==> src/lfb_params.svh <==
// constants for the direct pixel window formatter
// assumes: included by bare name from the formatter module and its bench
// Function
// - word swap skipped for formats 4 and 5
// - swizzle exchanges outer and inner byte lanes
// - write swizzle bit never touches reads
// - order: swizzle, word swap, lane select
// - reads take origin from access bit
// - bypass writes access origin, pipeline render origin
// - origin bit 0 top, 1 bottom
// - w gets 16-bit depth in top fraction
// - w select ignored for bypass writes
// - 5-6-5 lanes; orders 1,3 swap red/blue
// - x-5-5-5 field placement by lane order
// - 1-5-5-5 alpha bit replicated to eight
// - format 4 is aligned 24-bit colour
// - 8-8-8-8 alpha position by lane order
// - missing depth/alpha from constant register
// - format 15 colour from constant colour
// - format 15 swap: upper is left depth
// - reads return two pixels, depth select 2
// - pipeline enable 0 bypasses, 1 processes
// - depth/colour halves placed by word swap
// - read word swap orders the pixels
`ifndef LFB_PARAMS_SVH
`define LFB_PARAMS_SVH
// ****************************************
// register map (byte addresses)
// ****************************************
`define ADDR_ACCESS_CTRL 4'h0
`define ADDR_RENDER_CTRL 4'h4
`define ADDR_CONST_COLOUR 4'h8
`define ADDR_CONST_DEPTH_ALPHA 4'hc
// ****************************************
// access control fields
// ****************************************
`define AC_FMT_HI 3
`define AC_FMT_LO 0
`define AC_RDSEL_HI 7
`define AC_RDSEL_LO 6
`define AC_PIPE_EN 8
`define AC_LANE_HI 10
`define AC_LANE_LO 9
`define AC_WSWAP 11
`define AC_SWIZZLE 12
`define AC_YORG 13
`define AC_WSEL 14
`define AC_RSWAP 15
`define RC_YORG 17
`define RDSEL_DEPTH 2'h2
`define RESET_ZERO 32'h0000_0000
`define RESP_OKAY 2'h0
`define RESP_SLVERR 2'h2
`endif

==> src/lfb_pkg.sv <==
// types shared by the pixel window formatter
// assumes: compiled before all modules
package lfb_pkg;
  // write formats
  typedef enum logic [3:0] {
    FMT_565 = 4'h0, FMT_X555 = 4'h1, FMT_1555 = 4'h2, FMT_888 = 4'h4,
    FMT_8888 = 4'h5, FMT_Z565 = 4'hc, FMT_ZX555 = 4'hd, FMT_Z1555 = 4'he,
    FMT_ZZ = 4'hf
  } wr_format_t;
  // bus write handshake state
  typedef enum logic [1:0] {
    WR_IDLE = 2'b00, WR_RESP = 2'b01
  } wr_state_t;
endpackage

==> src/lfb_pixel_format_unpacker.sv <==
// direct pixel window formatter: registers over axi4-lite, write unpack, read pack
// assumes: single clock, host writes arrive as wr_valid with 32-bit data
`timescale 1ns/10ps
`default_nettype none
`include "lfb_params.svh"
module lfb_pixel_format_unpacker
  import lfb_pkg::*;
(
  input wire logic aclk,
  input wire logic aresetn,
  // axi4-lite slave
  input wire logic [3:0] s_axi_awaddr,
  input wire logic s_axi_awvalid,
  output logic s_axi_awready,
  input wire logic [31:0] s_axi_wdata,
  input wire logic [3:0] s_axi_wstrb,
  input wire logic s_axi_wvalid,
  output logic s_axi_wready,
  output logic [1:0] s_axi_bresp,
  output logic s_axi_bvalid,
  input wire logic s_axi_bready,
  input wire logic [3:0] s_axi_araddr,
  input wire logic s_axi_arvalid,
  output logic s_axi_arready,
  output logic [31:0] s_axi_rdata,
  output logic [1:0] s_axi_rresp,
  output logic s_axi_rvalid,
  input wire logic s_axi_rready,
  // host pixel write
  input wire logic wr_valid,
  input wire logic [31:0] wr_data,
  // formatted pixel out (registered)
  output logic px_valid,
  output logic px_pipeline,
  output logic [23:0] px_rgb0,
  output logic [7:0] px_alpha0,
  output logic [15:0] px_depth0,
  output logic [23:0] px_rgb1,
  output logic [7:0] px_alpha1,
  output logic [15:0] px_depth1,
  output logic px_two,
  output logic px_wr_colour,
  output logic px_wr_depth,
  output logic [47:0] px_w,
  output logic px_y_bottom,
  output logic px_discard,
  // host pixel read
  input wire logic rd_valid,
  input wire logic [15:0] rd_left_colour,
  input wire logic [15:0] rd_right_colour,
  input wire logic [15:0] rd_left_depth,
  input wire logic [15:0] rd_right_depth,
  output logic rd_done,
  output logic [31:0] rd_data,
  output logic rd_y_bottom,
  output logic rd_depth_sel
);
  // ****************************************
  // registers
  // ****************************************
  logic [31:0] access_q; // frame_buffer_access_control
  logic [31:0] render_q; // render_pixel_control
  logic [31:0] colour_q; // const_fill_colour
  logic [31:0] zacol_q; // constant depth/alpha
  wr_state_t wst_q;
  logic aw_got_q, w_got_q;
  logic [3:0] aw_addr_q;
  logic [31:0] w_data_q;
  logic [3:0] w_strb_q;
  logic wr_bad; // combinational: latched address decodes to no register

  // address and data may arrive in either order; both latched then committed
  assign s_axi_awready = (wst_q == WR_IDLE) && !aw_got_q;
  assign s_axi_wready = (wst_q == WR_IDLE) && !w_got_q;

  // write channel handshake
  always_ff @(posedge aclk) begin
    if (!aresetn) begin
      wst_q <= WR_IDLE;
      aw_got_q <= 1'b0;
      w_got_q <= 1'b0;
      aw_addr_q <= 4'h0;
      w_data_q <= `RESET_ZERO;
      w_strb_q <= 4'h0;
      s_axi_bvalid <= 1'b0;
      s_axi_bresp <= `RESP_OKAY;
    end else begin
      unique case (wst_q)
        WR_IDLE: begin
          if (s_axi_awvalid && s_axi_awready) begin
            aw_got_q <= 1'b1;
            aw_addr_q <= s_axi_awaddr;
          end
          if (s_axi_wvalid && s_axi_wready) begin
            w_got_q <= 1'b1;
            w_data_q <= s_axi_wdata;
            w_strb_q <= s_axi_wstrb;
          end
          if (aw_got_q && w_got_q) begin
            // both halves held: commit and answer
            wst_q <= WR_RESP;
            s_axi_bvalid <= 1'b1;
            s_axi_bresp <= wr_bad ? `RESP_SLVERR : `RESP_OKAY;
          end
        end
        WR_RESP: begin
          if (s_axi_bready) begin
            s_axi_bvalid <= 1'b0;
            aw_got_q <= 1'b0;
            w_got_q <= 1'b0;
            wst_q <= WR_IDLE;
          end
        end
      endcase
    end
  end

  // unmapped write address gets an error response
  always_comb begin
    wr_bad = !(aw_addr_q == `ADDR_ACCESS_CTRL || aw_addr_q == `ADDR_RENDER_CTRL ||
                 aw_addr_q == `ADDR_CONST_COLOUR || aw_addr_q == `ADDR_CONST_DEPTH_ALPHA);
  end

  // register stores with byte strobes, one loop over lanes
  logic commit;
  assign commit = (wst_q == WR_IDLE) && aw_got_q && w_got_q;
  genvar gi;
  generate
    for (gi = 0; gi < 4; gi++) begin : g_lane
      always_ff @(posedge aclk) begin
        if (!aresetn) begin
          access_q[gi*8 +: 8] <= 8'h00;
          render_q[gi*8 +: 8] <= 8'h00;
          colour_q[gi*8 +: 8] <= 8'h00;
          zacol_q[gi*8 +: 8] <= 8'h00;
        end else if (commit && w_strb_q[gi]) begin
          if (aw_addr_q == `ADDR_ACCESS_CTRL) access_q[gi*8 +: 8] <= w_data_q[gi*8 +: 8];
          if (aw_addr_q == `ADDR_RENDER_CTRL) render_q[gi*8 +: 8] <= w_data_q[gi*8 +: 8];
          if (aw_addr_q == `ADDR_CONST_COLOUR) colour_q[gi*8 +: 8] <= w_data_q[gi*8 +: 8];
          if (aw_addr_q == `ADDR_CONST_DEPTH_ALPHA) zacol_q[gi*8 +: 8] <= w_data_q[gi*8 +: 8];
        end
      end
    end
  endgenerate

  // read channel: one-cycle answer after address accepted
  assign s_axi_arready = !s_axi_rvalid;
  always_ff @(posedge aclk) begin
    if (!aresetn) begin
      s_axi_rvalid <= 1'b0;
      s_axi_rdata <= `RESET_ZERO;
      s_axi_rresp <= `RESP_OKAY;
    end else if (s_axi_arvalid && s_axi_arready) begin
      s_axi_rvalid <= 1'b1;
      s_axi_rresp <= `RESP_OKAY;
      unique case (s_axi_araddr)
        `ADDR_ACCESS_CTRL: s_axi_rdata <= access_q;
        `ADDR_RENDER_CTRL: s_axi_rdata <= render_q;
        `ADDR_CONST_COLOUR: s_axi_rdata <= colour_q;
        `ADDR_CONST_DEPTH_ALPHA: s_axi_rdata <= zacol_q;
        default: begin
          s_axi_rdata <= `RESET_ZERO;
          s_axi_rresp <= `RESP_SLVERR;
        end
      endcase
    end else if (s_axi_rready) begin
      s_axi_rvalid <= 1'b0;
    end
  end

  // ****************************************
  // write formatting
  // ****************************************
  logic [3:0] fmt;
  logic [1:0] lane;
  logic pipe_en;
  logic is32;
  logic [31:0] wd;
  assign fmt = access_q[`AC_FMT_HI:`AC_FMT_LO];
  assign lane = access_q[`AC_LANE_HI:`AC_LANE_LO];
  assign pipe_en = access_q[`AC_PIPE_EN];
  // formats 4 and 5 never get the word swap
  assign is32 = (fmt == FMT_888) || (fmt == FMT_8888);

  lfb_swizzle u_wswz (
    .din(wr_data),
    .swizzle(access_q[`AC_SWIZZLE]),
    .wswap(access_q[`AC_WSWAP] && !is32),
    .dout(wd)
  );

  // colour half: without swap the colour sits low for z+colour formats
  logic [1:0] kind;
  logic [23:0] rgb_lo, rgb_hi;
  logic [7:0] a_lo, a_hi;
  logic ha_lo, ha_hi;
  always_comb begin
    unique case (fmt)
      FMT_X555, FMT_ZX555: kind = 2'h1;
      FMT_1555, FMT_Z1555: kind = 2'h2;
      default: kind = 2'h0;
    endcase
  end
  lfb_unpack16 u_lo (
    .px(wd[15:0]), .kind(kind), .lane(lane),
    .rgb(rgb_lo), .alpha(a_lo), .has_alpha(ha_lo)
  );
  lfb_unpack16 u_hi (
    .px(wd[31:16]), .kind(kind), .lane(lane),
    .rgb(rgb_hi), .alpha(a_hi), .has_alpha(ha_hi)
  );

  // after the word swap the left pixel/colour is in the low half for all formats but 4 and 5
  logic [23:0] c0_d, c1_d;
  logic [7:0] a0_d, a1_d;
  logic [15:0] z0_d, z1_d;
  logic two_d, wcol_d, wdep_d, bad_d;
  logic [23:0] rgb32;
  logic [7:0] a32;
  always_comb begin
    // format 4/5 lanes
    if (lane[1]) begin
      rgb32 = lane[0] ? {wd[15:8], wd[23:16], wd[31:24]} : wd[31:8];
      a32 = wd[7:0];
    end else begin
      rgb32 = lane[0] ? {wd[7:0], wd[15:8], wd[23:16]} : wd[23:0];
      a32 = wd[31:24];
    end
    // defaults: constant fill of missing parts
    c0_d = rgb_lo;
    c1_d = rgb_hi;
    a0_d = zacol_q[31:24];
    a1_d = zacol_q[31:24];
    z0_d = zacol_q[15:0];
    z1_d = zacol_q[15:0];
    two_d = 1'b0;
    wcol_d = 1'b1;
    wdep_d = pipe_en;
    bad_d = 1'b0;
    unique case (fmt)
      FMT_565, FMT_X555, FMT_1555: begin
        two_d = 1'b1;
        if (ha_lo) a0_d = a_lo;
        if (ha_hi) a1_d = a_hi;
      end
      FMT_888: c0_d = rgb32;
      FMT_8888: begin
        c0_d = rgb32;
        a0_d = a32;
      end
      FMT_Z565, FMT_ZX555, FMT_Z1555: begin
        z0_d = wd[31:16];
        wdep_d = 1'b1;
        if (ha_lo) a0_d = a_lo;
      end
      FMT_ZZ: begin
        // swapped word puts left depth low, matching unswapped order
        two_d = 1'b1;
        z0_d = wd[15:0];
        z1_d = wd[31:16];
        c0_d = colour_q[23:0];
        c1_d = colour_q[23:0];
        wcol_d = pipe_en;
        wdep_d = 1'b1;
      end
      default: begin
        // formats the host must not use are dropped
        bad_d = 1'b1;
        wcol_d = 1'b0;
        wdep_d = 1'b0;
      end
    endcase
  end

  // registered pixel outputs
  always_ff @(posedge aclk) begin
    if (!aresetn) begin
      px_valid <= 1'b0;
      px_discard <= 1'b0;
      px_pipeline <= 1'b0;
      px_rgb0 <= 24'h000000;
      px_rgb1 <= 24'h000000;
      px_alpha0 <= 8'h00;
      px_alpha1 <= 8'h00;
      px_depth0 <= 16'h0000;
      px_depth1 <= 16'h0000;
      px_two <= 1'b0;
      px_wr_colour <= 1'b0;
      px_wr_depth <= 1'b0;
      px_w <= 48'h000000000000;
      px_y_bottom <= 1'b0;
    end else begin
      px_valid <= wr_valid && !bad_d;
      px_discard <= wr_valid && bad_d;
      px_pipeline <= pipe_en;
      px_rgb0 <= c0_d;
      px_rgb1 <= c1_d;
      px_alpha0 <= a0_d;
      px_alpha1 <= a1_d;
      px_depth0 <= z0_d;
      px_depth1 <= z1_d;
      px_two <= two_d;
      px_wr_colour <= wcol_d;
      px_wr_depth <= wdep_d;
      // w fraction top bits only, pipeline writes only
      if (pipe_en) begin
        px_w <= {16'h0000, access_q[`AC_WSEL] ? zacol_q[15:0] : z0_d, 16'h0000};
      end else begin
        px_w <= 48'h000000000000;
      end
      // origin source and sense
      px_y_bottom <= pipe_en ? render_q[`RC_YORG] : access_q[`AC_YORG];
    end
  end

  // ****************************************
  // read packing
  // ****************************************
  logic [15:0] rl, rr;
  always_comb begin
    // depth/alpha buffer when read select is 2
    rl = (access_q[`AC_RDSEL_HI:`AC_RDSEL_LO] == `RDSEL_DEPTH) ? rd_left_depth : rd_left_colour;
    rr = (access_q[`AC_RDSEL_HI:`AC_RDSEL_LO] == `RDSEL_DEPTH) ? rd_right_depth : rd_right_colour;
  end
  // read path ignores the write swizzle bit
  always_ff @(posedge aclk) begin
    if (!aresetn) begin
      rd_done <= 1'b0;
      rd_data <= `RESET_ZERO;
      rd_y_bottom <= 1'b0;
      rd_depth_sel <= 1'b0;
    end else begin
      rd_done <= rd_valid;
      rd_data <= access_q[`AC_RSWAP] ? {rl, rr} : {rr, rl};
      rd_y_bottom <= access_q[`AC_YORG];
      rd_depth_sel <= access_q[`AC_RDSEL_HI:`AC_RDSEL_LO] == `RDSEL_DEPTH;
    end
  end

  // ****************************************
  // assertions
  // ****************************************
  a_wr_discard: assert property (@(posedge aclk) disable iff (!aresetn)
    px_discard |-> !px_valid) else $error("discarded write marked valid");
  a_read_origin: assert property (@(posedge aclk) disable iff (!aresetn)
    rd_done |-> rd_y_bottom == $past(access_q[`AC_YORG])) else $error("read origin wrong");
  a_w_bypass: assert property (@(posedge aclk) disable iff (!aresetn)
    (px_valid && !px_pipeline) |-> px_w == 48'h000000000000) else $error("w set on bypass");
  a_w_low_zero: assert property (@(posedge aclk) disable iff (!aresetn)
    px_valid |-> (px_w[15:0] == 16'h0000 && px_w[47:32] == 16'h0000)) else $error("w low bits");
  a_wr_origin: assert property (@(posedge aclk) disable iff (!aresetn)
    (px_valid && !px_pipeline) |-> px_y_bottom == $past(access_q[`AC_YORG]))
    else $error("write origin wrong");
  a_rd_swap: assert property (@(posedge aclk) disable iff (!aresetn)
    rd_valid && !access_q[`AC_RSWAP] |=> rd_data[15:0] == $past(rl)) else $error("read order");
  a_zz_depth: assert property (@(posedge aclk) disable iff (!aresetn)
    (wr_valid && fmt == FMT_ZZ) |=> px_depth0 == $past(wd[15:0])) else $error("zz left depth");
  a_bresp_follow: assert property (@(posedge aclk) disable iff (!aresetn)
    commit |=> s_axi_bvalid) else $error("no write response");
endmodule
`default_nettype wire

==> src/lfb_swizzle.sv <==
// byte swizzle and 16-bit word swap of one host word
// assumes: purely combinational, fed from host data
`timescale 1ns/10ps
`default_nettype none
module lfb_swizzle (
  input wire logic [31:0] din,
  input wire logic swizzle,
  input wire logic wswap,
  output logic [31:0] dout
);
  logic [31:0] sw;
  // swizzle first, then swap on the swizzled word
  always_comb begin
    sw = swizzle ? {din[7:0], din[15:8], din[23:16], din[31:24]} : din;
    dout = wswap ? {sw[15:0], sw[31:16]} : sw;
  end
endmodule
`default_nettype wire

==> src/lfb_unpack16.sv <==
// unpacks one 16-bit colour half into 8-bit rgb and alpha
// assumes: kind 0 = 5-6-5, 1 = x-5-5-5, 2 = 1-5-5-5
`timescale 1ns/10ps
`default_nettype none
module lfb_unpack16 (
  input wire logic [15:0] px,
  input wire logic [1:0] kind,
  input wire logic [1:0] lane,
  output logic [23:0] rgb,
  output logic [7:0] alpha,
  output logic has_alpha
);
  logic [4:0] c_hi;
  logic [5:0] c_mid;
  logic [4:0] c_lo;
  always_comb begin
    c_hi = px[15:11];
    c_mid = px[10:5];
    c_lo = px[4:0];
    alpha = 8'h00;
    has_alpha = 1'b0;
    if (kind == 2'h0) begin
      // 5-6-5 ignores the upper lane bit
      c_hi = px[15:11];
    end else if (!lane[1]) begin
      // bit 15 unused or alpha
      c_hi = px[14:10];
      c_mid = {px[9:5], 1'b0};
      c_lo = px[4:0];
      alpha = {8{px[15]}};
    end else begin
      c_hi = px[15:11];
      c_mid = {px[10:6], 1'b0};
      c_lo = px[5:1];
      alpha = {8{px[0]}};
    end
    if (kind == 2'h2) begin
      has_alpha = 1'b1;
    end
    // expand to 8 bits; lane orders 1 and 3 swap red and blue
    if (lane[0]) begin
      rgb = {c_lo, 3'h0, c_mid, 2'h0, c_hi, 3'h0};
    end else begin
      rgb = {c_hi, 3'h0, c_mid, 2'h0, c_lo, 3'h0};
    end
  end
endmodule
`default_nettype wire
==> config.mk <==
export PLATFORM = sky130hd
export DESIGN_NAME = lfb_pixel_format_unpacker
export DESIGN_NICKNAME = d
export VERILOG_FILES = /design/src/lfb_pkg.sv /design/src/lfb_pixel_format_unpacker.sv /design/src/lfb_swizzle.sv /design/src/lfb_unpack16.sv
export VERILOG_INCLUDE_DIRS = /design/src
export SDC_FILE = /design/constraint.sdc
export NUM_CORES = 1
export LEC_CHECK = 0
export ABC_AREA = 1
export BUFFER_PORTS_ARGS = -buffer_cell sky130_fd_sc_hd__buf_4
export CORE_MARGIN = 8
export CORE_UTILIZATION = 40
export CTS_CLUSTER_DIAMETER = 60
export CTS_CLUSTER_SIZE = 20
export DETAILED_ROUTE_END_ITERATION = 10
export GPL_TIMING_DRIVEN = 0
export PLACE_DENSITY = 0.62
export SLEW_MARGIN = 5
export SYNTH_ARGS = -nofsm -noshare
export SYNTH_HDL_FRONTEND = slang
export SYNTH_HIERARCHICAL = 1
export SYNTH_SLANG_ARGS = --single-unit
==> constraint.sdc <==
create_clock -name aclk -period 3.49 [get_ports aclk]
set_clock_uncertainty 0.15 [all_clocks]
set_input_delay 0.349 -clock aclk [delete_from_list [all_inputs] [get_ports aclk]]
set_output_delay 0.349 -clock aclk [all_outputs]
set_load 0.03 [all_outputs]
# == Word level (Yosys, flattened, before mapping) ==
# Index checks and enable logic that the tools add are counted.
# word_totals
regBits,396
inputBits,149
out_inout_bits,227
elab_cells,189
# op_classes
eq_ne,21
mux,58
reduce_logical,64
# ops
op,n
two-way mux 24 bit,6
case mux 32 bit (4 select lines),1
two-way mux 32 bit,3
two-way mux 16 bit,4
two-way mux 8 bit,8
case mux 24 bit (2 select lines),1
AND reduction 2 bit,23
two-way mux 5 bit,8
"equality test 4 bit, second input constant",8
case mux 16 bit (2 select lines),1
two-way mux 6 bit,4
"equality test 4 x 3 -> 1 bit, second input constant",4
case mux 8 bit (2 select lines),1
logical AND 1 bit,15
logical NOT 4 bit,3
OR reduction 4 bit,3
two-way mux 1 bit,10
case mux 1 bit (2 select lines),5
OR reduction 9 bit,1
two-way mux 2 bit,4
case mux 2 bit (2 select lines),2
OR reduction 8 bit,1
"inequality test 2 x 1 -> 1 bit, second input constant",3
OR reduction 2 bit,3
other kinds (12),21

# == Logic depth before layout (Yosys ltp) ==
# depth
ltp_word,9
depth_mapped,20
depth_no_buf,17

# == Hierarchy ==
# Netlist, hierarchy kept.
# by_module_without_submodules
mod,n_inst,cells_each,area_each_um2,seq_area_each_um2
lfb_pixel_format_unpacker,1,2098,14983.1,7206.9
lfb_unpack16,2,105,509.2,0.0
lfb_swizzle,1,208,945.9,0.0

# == Worst setup path before layout ==
# No wires, ideal clock.
# synth_path
path_kind,register to register
start,register access_q[2]
end,register px_alpha0[1]
setup_ps,65
arrival_time_ps,2354
required_ps,3275
setup_slack_ps,921
stages_incl_launch_ff,15
path_buffers,2
period_less_slack_ps,2569
cell_sequence,dfxtp_1 -> nand2_1 -> inv_1 -> nor2_1 -> nor3_1 -> o21ai_2 -> buf_6 -> o22ai_1 -> buf_4 -> nand2_1 -> o21ai_0 -> nand2_1 -> nand2_1 -> a21oi_1 -> nor2_1
# synth_between
word_cells_on_any_way,24
classes_between,eq/ne: 8; mux: 8; reduce/logical: 8
# synth_lines
item,line,source
from (decl),lfb_pixel_format_unpacker.sv:61,logic [31:0] access_q;
"from (signal, indexed assignment)",lfb_pixel_format_unpacker.sv:137,if (aw_addr_q == `ADDR_ACCESS_CTRL) access_q[gi*8 +: 8] <= w_data_q[gi*8 +: 8];
"equality test 4 bit, or another cell as far along",lfb_pixel_format_unpacker.sv:198,unique case (fmt)
OR reduction 2 bit,lfb_pixel_format_unpacker.sv:198,
case mux 2 bit (2 select lines) (*),lfb_pixel_format_unpacker.sv:198,
via kind[1],lfb_pixel_format_unpacker.sv:193,logic [1:0] kind;
logical NOT 2 bit (*),lfb_unpack16.sv:22,if (kind == 2'h0) begin
two-way mux 8 bit (*),lfb_unpack16.sv:22,
via a_lo[1],lfb_pixel_format_unpacker.sv:195,"logic [7:0] a_lo, a_hi;"
two-way mux 8 bit (*),"lfb_pixel_format_unpacker.sv:243, lfb_pixel_format_unpacker.sv:254",
case mux 8 bit (2 select lines) (*),lfb_pixel_format_unpacker.sv:240,unique case (fmt)
to (signal assigned),lfb_pixel_format_unpacker.sv:283,px_alpha0 <= 8'h00;
to (signal assigned),lfb_pixel_format_unpacker.sv:298,px_alpha0 <= a0_d;
to (decl),lfb_pixel_format_unpacker.sv:36,"output logic [7:0] px_alpha0,"
# Mark *: on every way through the listed nets, which the timed path passes. The rest lies on a longest branch.
# A chain may end at the register's enable or synchronous reset.

# == Worst setup path in the final report ==
# layout_path
start,register access_q[2]
end,register px_alpha1[3]
# layout_between
elab_chain_len,9
word_cells_on_any_way,22
classes_between,eq/ne: 7; mux: 7; reduce/logical: 8
# layout_lines
item,line,source
equality test 4 x 3 -> 1 bit,lfb_pixel_format_unpacker.sv:183,assign is32 = (fmt == FMT_888) || (fmt == FMT_8888);
logical OR 1 bit (*),lfb_pixel_format_unpacker.sv:183,
logical NOT 1 bit (*),lfb_pixel_format_unpacker.sv:188,".wswap(access_q[`AC_WSWAP] && !is32),"
logical AND 1 bit (*),lfb_pixel_format_unpacker.sv:188,
two-way mux 32 bit (*),lfb_swizzle.sv:15,"dout = wswap ? {sw[15:0], sw[31:16]} : sw;"
via wd[16],lfb_pixel_format_unpacker.sv:178,logic [31:0] wd;
two-way mux 8 bit (*),lfb_unpack16.sv:25,end else if (!lane[1]) begin
two-way mux 8 bit (*),lfb_unpack16.sv:22,
via a_hi[3],lfb_pixel_format_unpacker.sv:195,
two-way mux 8 bit (*),lfb_pixel_format_unpacker.sv:244,if (ha_hi) a1_d = a_hi;
two-way mux 8 bit (*),lfb_pixel_format_unpacker.sv:240,
to (signal assigned),lfb_pixel_format_unpacker.sv:284,px_alpha1 <= 8'h00;
to (signal assigned),lfb_pixel_format_unpacker.sv:299,px_alpha1 <= a1_d;
to (decl),lfb_pixel_format_unpacker.sv:39,"output logic [7:0] px_alpha1,"
# Marks and branches as above.

==> summary.md <==
| Metric | Value |
|---|---|
| Min-Delay Path Class | in -> reg |
| Initial antenna violation count | 1 |
| Hold Violations, Final | 0 |
| Layout cells sized above 1 | roughly 17% |
| Post-synthesis sequential area ratio | ~43% |
| Family with the most delay on the worst path | buffers and inverters |
| Setup TNS | 0 ps |
| Aggregate global-route resource usage | 29.6% |
| RSZ-0062 raised after global routing | false |
| Post-layout min period | roughly 3200 ps |
| Core area | approximately 0.042 sq mm |
| Crit path cell chain | nand2_1 > nor2_4 > inv_1 > nand2_1 > inv_1 > buf_2 > inv_2 > buf_4 > nand3_1 > nand2_1 > inv_1 > o22ai_2 > buf_4 > o21ai_0 > a21oi_1 |
| Syn Inst Count | roughly 2,500 |
| Clk_lat worst skew | slightly above 600 ps |
| Yosys warning total | 6 |
| DRC | 0 |
| Final instance area | about 0.022 sq mm |
| Dpl hpwl | ~60,000 um |
| Final antenna-violating net count | 0 |
| Root buf cell | clkbuf_16 |
| Setup Buffers After CTS | 0 |
| Final net count | between 3,000 and 4,000 |
| Num CTS Buffers | 29 |
| CP Class | reg -> reg |
| Worst-path clk slew | ~80 ps |
| Worst R2R Start | access_q[2] |
| Placer Congestion | 0.979 |
| Remaining global-route overflow | 0 |
| PD cells | between 400 and 500 mW/mm^2 |
| Detailed-router iteration count before antenna repair | 6 |
| Ports | 376 |
| Final setup fails | 0 |
| CTS tree | done |
| Die height | roughly 220 um |
| Die Outline Area | a little under 0.05 sq mm |
| WP depth | 15 |
| WP data required | approximately 3900 ps |
| Post-Syn Area | between 0.015 and 0.02 sq mm |
| Slew Limit Fails | 0 |
| Status | finished clean |
| Total power | between 9 and 10 mW |
| Via Count | a little under 20,000 |
| Row cnt | 75 |
| Port Buf Inserts | 341 |
| Rel. slew slack | roughly 33% |
| Count of cell types in the netlist | 28 |
| Actual slew at the worst max-slew pin | slightly below 1000 ps |
| Clock Path Buffers | 3 |
| # clock sinks | 360 |
| Crit Path Max Fanout | 10 |
| Vias per cell | 5.38 |
| Synthesis-stage register bit count | 360 |
| F_max | 309 MHz |
| CP max-delay cell | o22ai_2 |
| Crit path capture | px_alpha1[3] |
| Crit. Startpoint | access_q[2] |
| Largest net degree at the start of global routing | 21 |
| H-tree Lvls | 1 |
| Die Width | 222 um |
| Initial Util | between 40% and 50% |
| Routed WL | between 70,000 and 80,000 um |
| Crit Reg-Reg Endpoint | px_alpha1[3] |
| Setup crit start kind | flip-flop |
| WP data arrival | 3620 ps |
| DP Area | between 0.02 and 0.025 sq mm |
| Peak VDD IR | approximately 340 uV |
| Leakage | 10.6 nW |
| Mean Syn Cell Area | slightly below 7 sq um |
| Critical Path Max Stage Delay | between 400 and 500 ps |
| CP endpoint kind | flip-flop |
| Max-Cap Viols | 0 |
| First-pass GRT wire length | approximately 110,000 um |
| Initial DRC count | ~2,200 |
| Fraction of the cycle the final worst path needs | around 93% |
| Area growth syn-to-layout | 31.7% |
| R2R Setup Slk | 250 ps |
| Vias in the first global route | between 15,000 and 20,000 |
| Reg2reg path depth | 15 |
| Routed len/inst | about 21 um |
| Buf/Inv on CP | 7 |
[cell families after synthesis]
| logic type | Yosys count | synth area share (%) |
|---|---|---|
| other cells | 3 | 0.0664 |
| flops | 360 | 42.5 |
| compound gates | 577 | 17.9 |
| buf+inv | 388 | 10.7 |
| simple gates | 1188 | 28.8 |
[per-layer routing]
layer | global-route usage (%) | part of all wire (%) | vias to the layer above
li1 | - | - | 9174
met1 | 38.7 | 43 | 8982
met2 | 48.6 | 46 | 962
met3 | 4.96 | 7.6 | 160
met4 | 11.0 | 4.1 | 0
met5 | 0 | 0 | -
[final cells by class]
class / instances / area, sq um
clock inverters: 19 / 269
well taps: 539 / 674
diodes: 1 / 2.50
fillers: 4173 / 19500
repair buffers: 433 / 3480
multi-input cells: 1815 / 8130
plain buffers: 219 / 1180
clock buffers: 31 / 743
flip-flops and latches: 360 / 7210
inverters: 169 / 637
[synthesized netlist by cell type]
cell type	count	area share [%]
nor2_4	1	0.066
clkbuf_1	110	2.4
nor2_1	403	8.9
o21ai_0	308	9.1
nand2_1	469	10
o21a_1	1	0.044
a211oi_1	17	0.75
o211ai_1	15	0.66
o21ai_2	2	0.10
nor2_2	3	0.11
clkinv_1	4	0.089
conb_1	3	0.066
nor3_1	5	0.15
o22ai_1	4	0.15
buf_1	4	0.089
a31oi_1	40	1.5
nand3_1	296	8.7
inv_2	7	0.16
and3_1	1	0.037
a21oi_1	170	5.0
buf_6	8	0.53
nand2_2	10	0.37
inv_1	157	3.5
o21ai_1	20	0.59
inv_4	1	0.037
buf_2	26	0.77
dfxtp_1	360	43
buf_4	71	3.1
[placed cells by master (no fill, tap or decap), types with 7 or more instances in the layout]
| cell | instances |
|---|---|
| dlygate4sd3_1 | 92 |
| a31oi_1 | 40 |
| o21ai_1 | 20 |
| inv_1 | 157 |
| clkbuf_16 | 29 |
| dfxtp_1 | 360 |
| nand2_1 | 468 |
| inv_2 | 7 |
| buf_4 | 412 |
| a21oi_1 | 170 |
| o21ai_0 | 308 |
| nand3_1 | 296 |
| buf_2 | 26 |
| nor2_1 | 403 |
| o211ai_1 | 15 |
| conb_1 | 50 |
| nand2_2 | 11 |
| buf_6 | 8 |
| clkbuf_1 | 111 |
| a211oi_1 | 17 |
[metrics by stage]
stage,cells,worst slack (ps),utilization [%],hold slack (ps)
floorplan,2563,921,-,279
global placement,3443,-182,48.6,295
detailed placement,3443,-175,48.6,295
CTS,3585,42.7,53.3,0.103
global route,3586,43.0,53.3,35.8
finish,3586,250,53.3,21.8
[report_power, final]
group / internal, mW / switching [mW]
Combinational: 0.471 / 0.832
Sequential: 4.22 / 0.101
Clock: 1.78 / 1.77
Total: 6.48 / 2.70
[how the worst min path moves through the flow]
stage | cells past startpoint | to | slack (ps) | start
final | 5 | rd_data[22] | 20 | rd_right_colour[6]
after global routing | 5 | rd_data[22] | 40 | rd_right_colour[6]
after CTS | 5 | rd_data[22] | 0.1 | rd_right_colour[6]
after detailed placement | 2 | aw_addr_q[0] | 300 | aw_addr_q[0]
after global placement | 2 | aw_addr_q[1] | 300 | aw_addr_q[1]
after floorplan | 2 | aw_addr_q[0] | 280 | aw_addr_q[0]
[worst register-to-register path: cells and delay by family, from the launching register on]
family / cells / cell delay, ps
flops: 1 / 420
simple gates: 5 / 920
compound gates: 3 / 720
buf+inv: 7 / 960
[flip-flops by register name, indices dropped and copies added, names as in the netlist, 16 cells and up]
| name | flops |
|---|---|
| s_axi_rdata | 32 |
| px_depth0 | 16 |
| access_q | 32 |
| px_rgb1 | 24 |
| zacol_q | 32 |
| px_depth1 | 16 |
| w_data_q | 32 |
| colour_q | 32 |
| rd_data | 32 |
| render_q | 32 |
| px_w | 16 |
| px_rgb0 | 24 |
[timing repair]
action / in CTS / in global routing
endpoints found under the setup margin: 15 / 15
resized for setup: 2 / 4
hold buffers: 92 / 0
endpoints found under the hold margin: 79 / 0
Note: power is estimated with default switching activity, not from simulation.
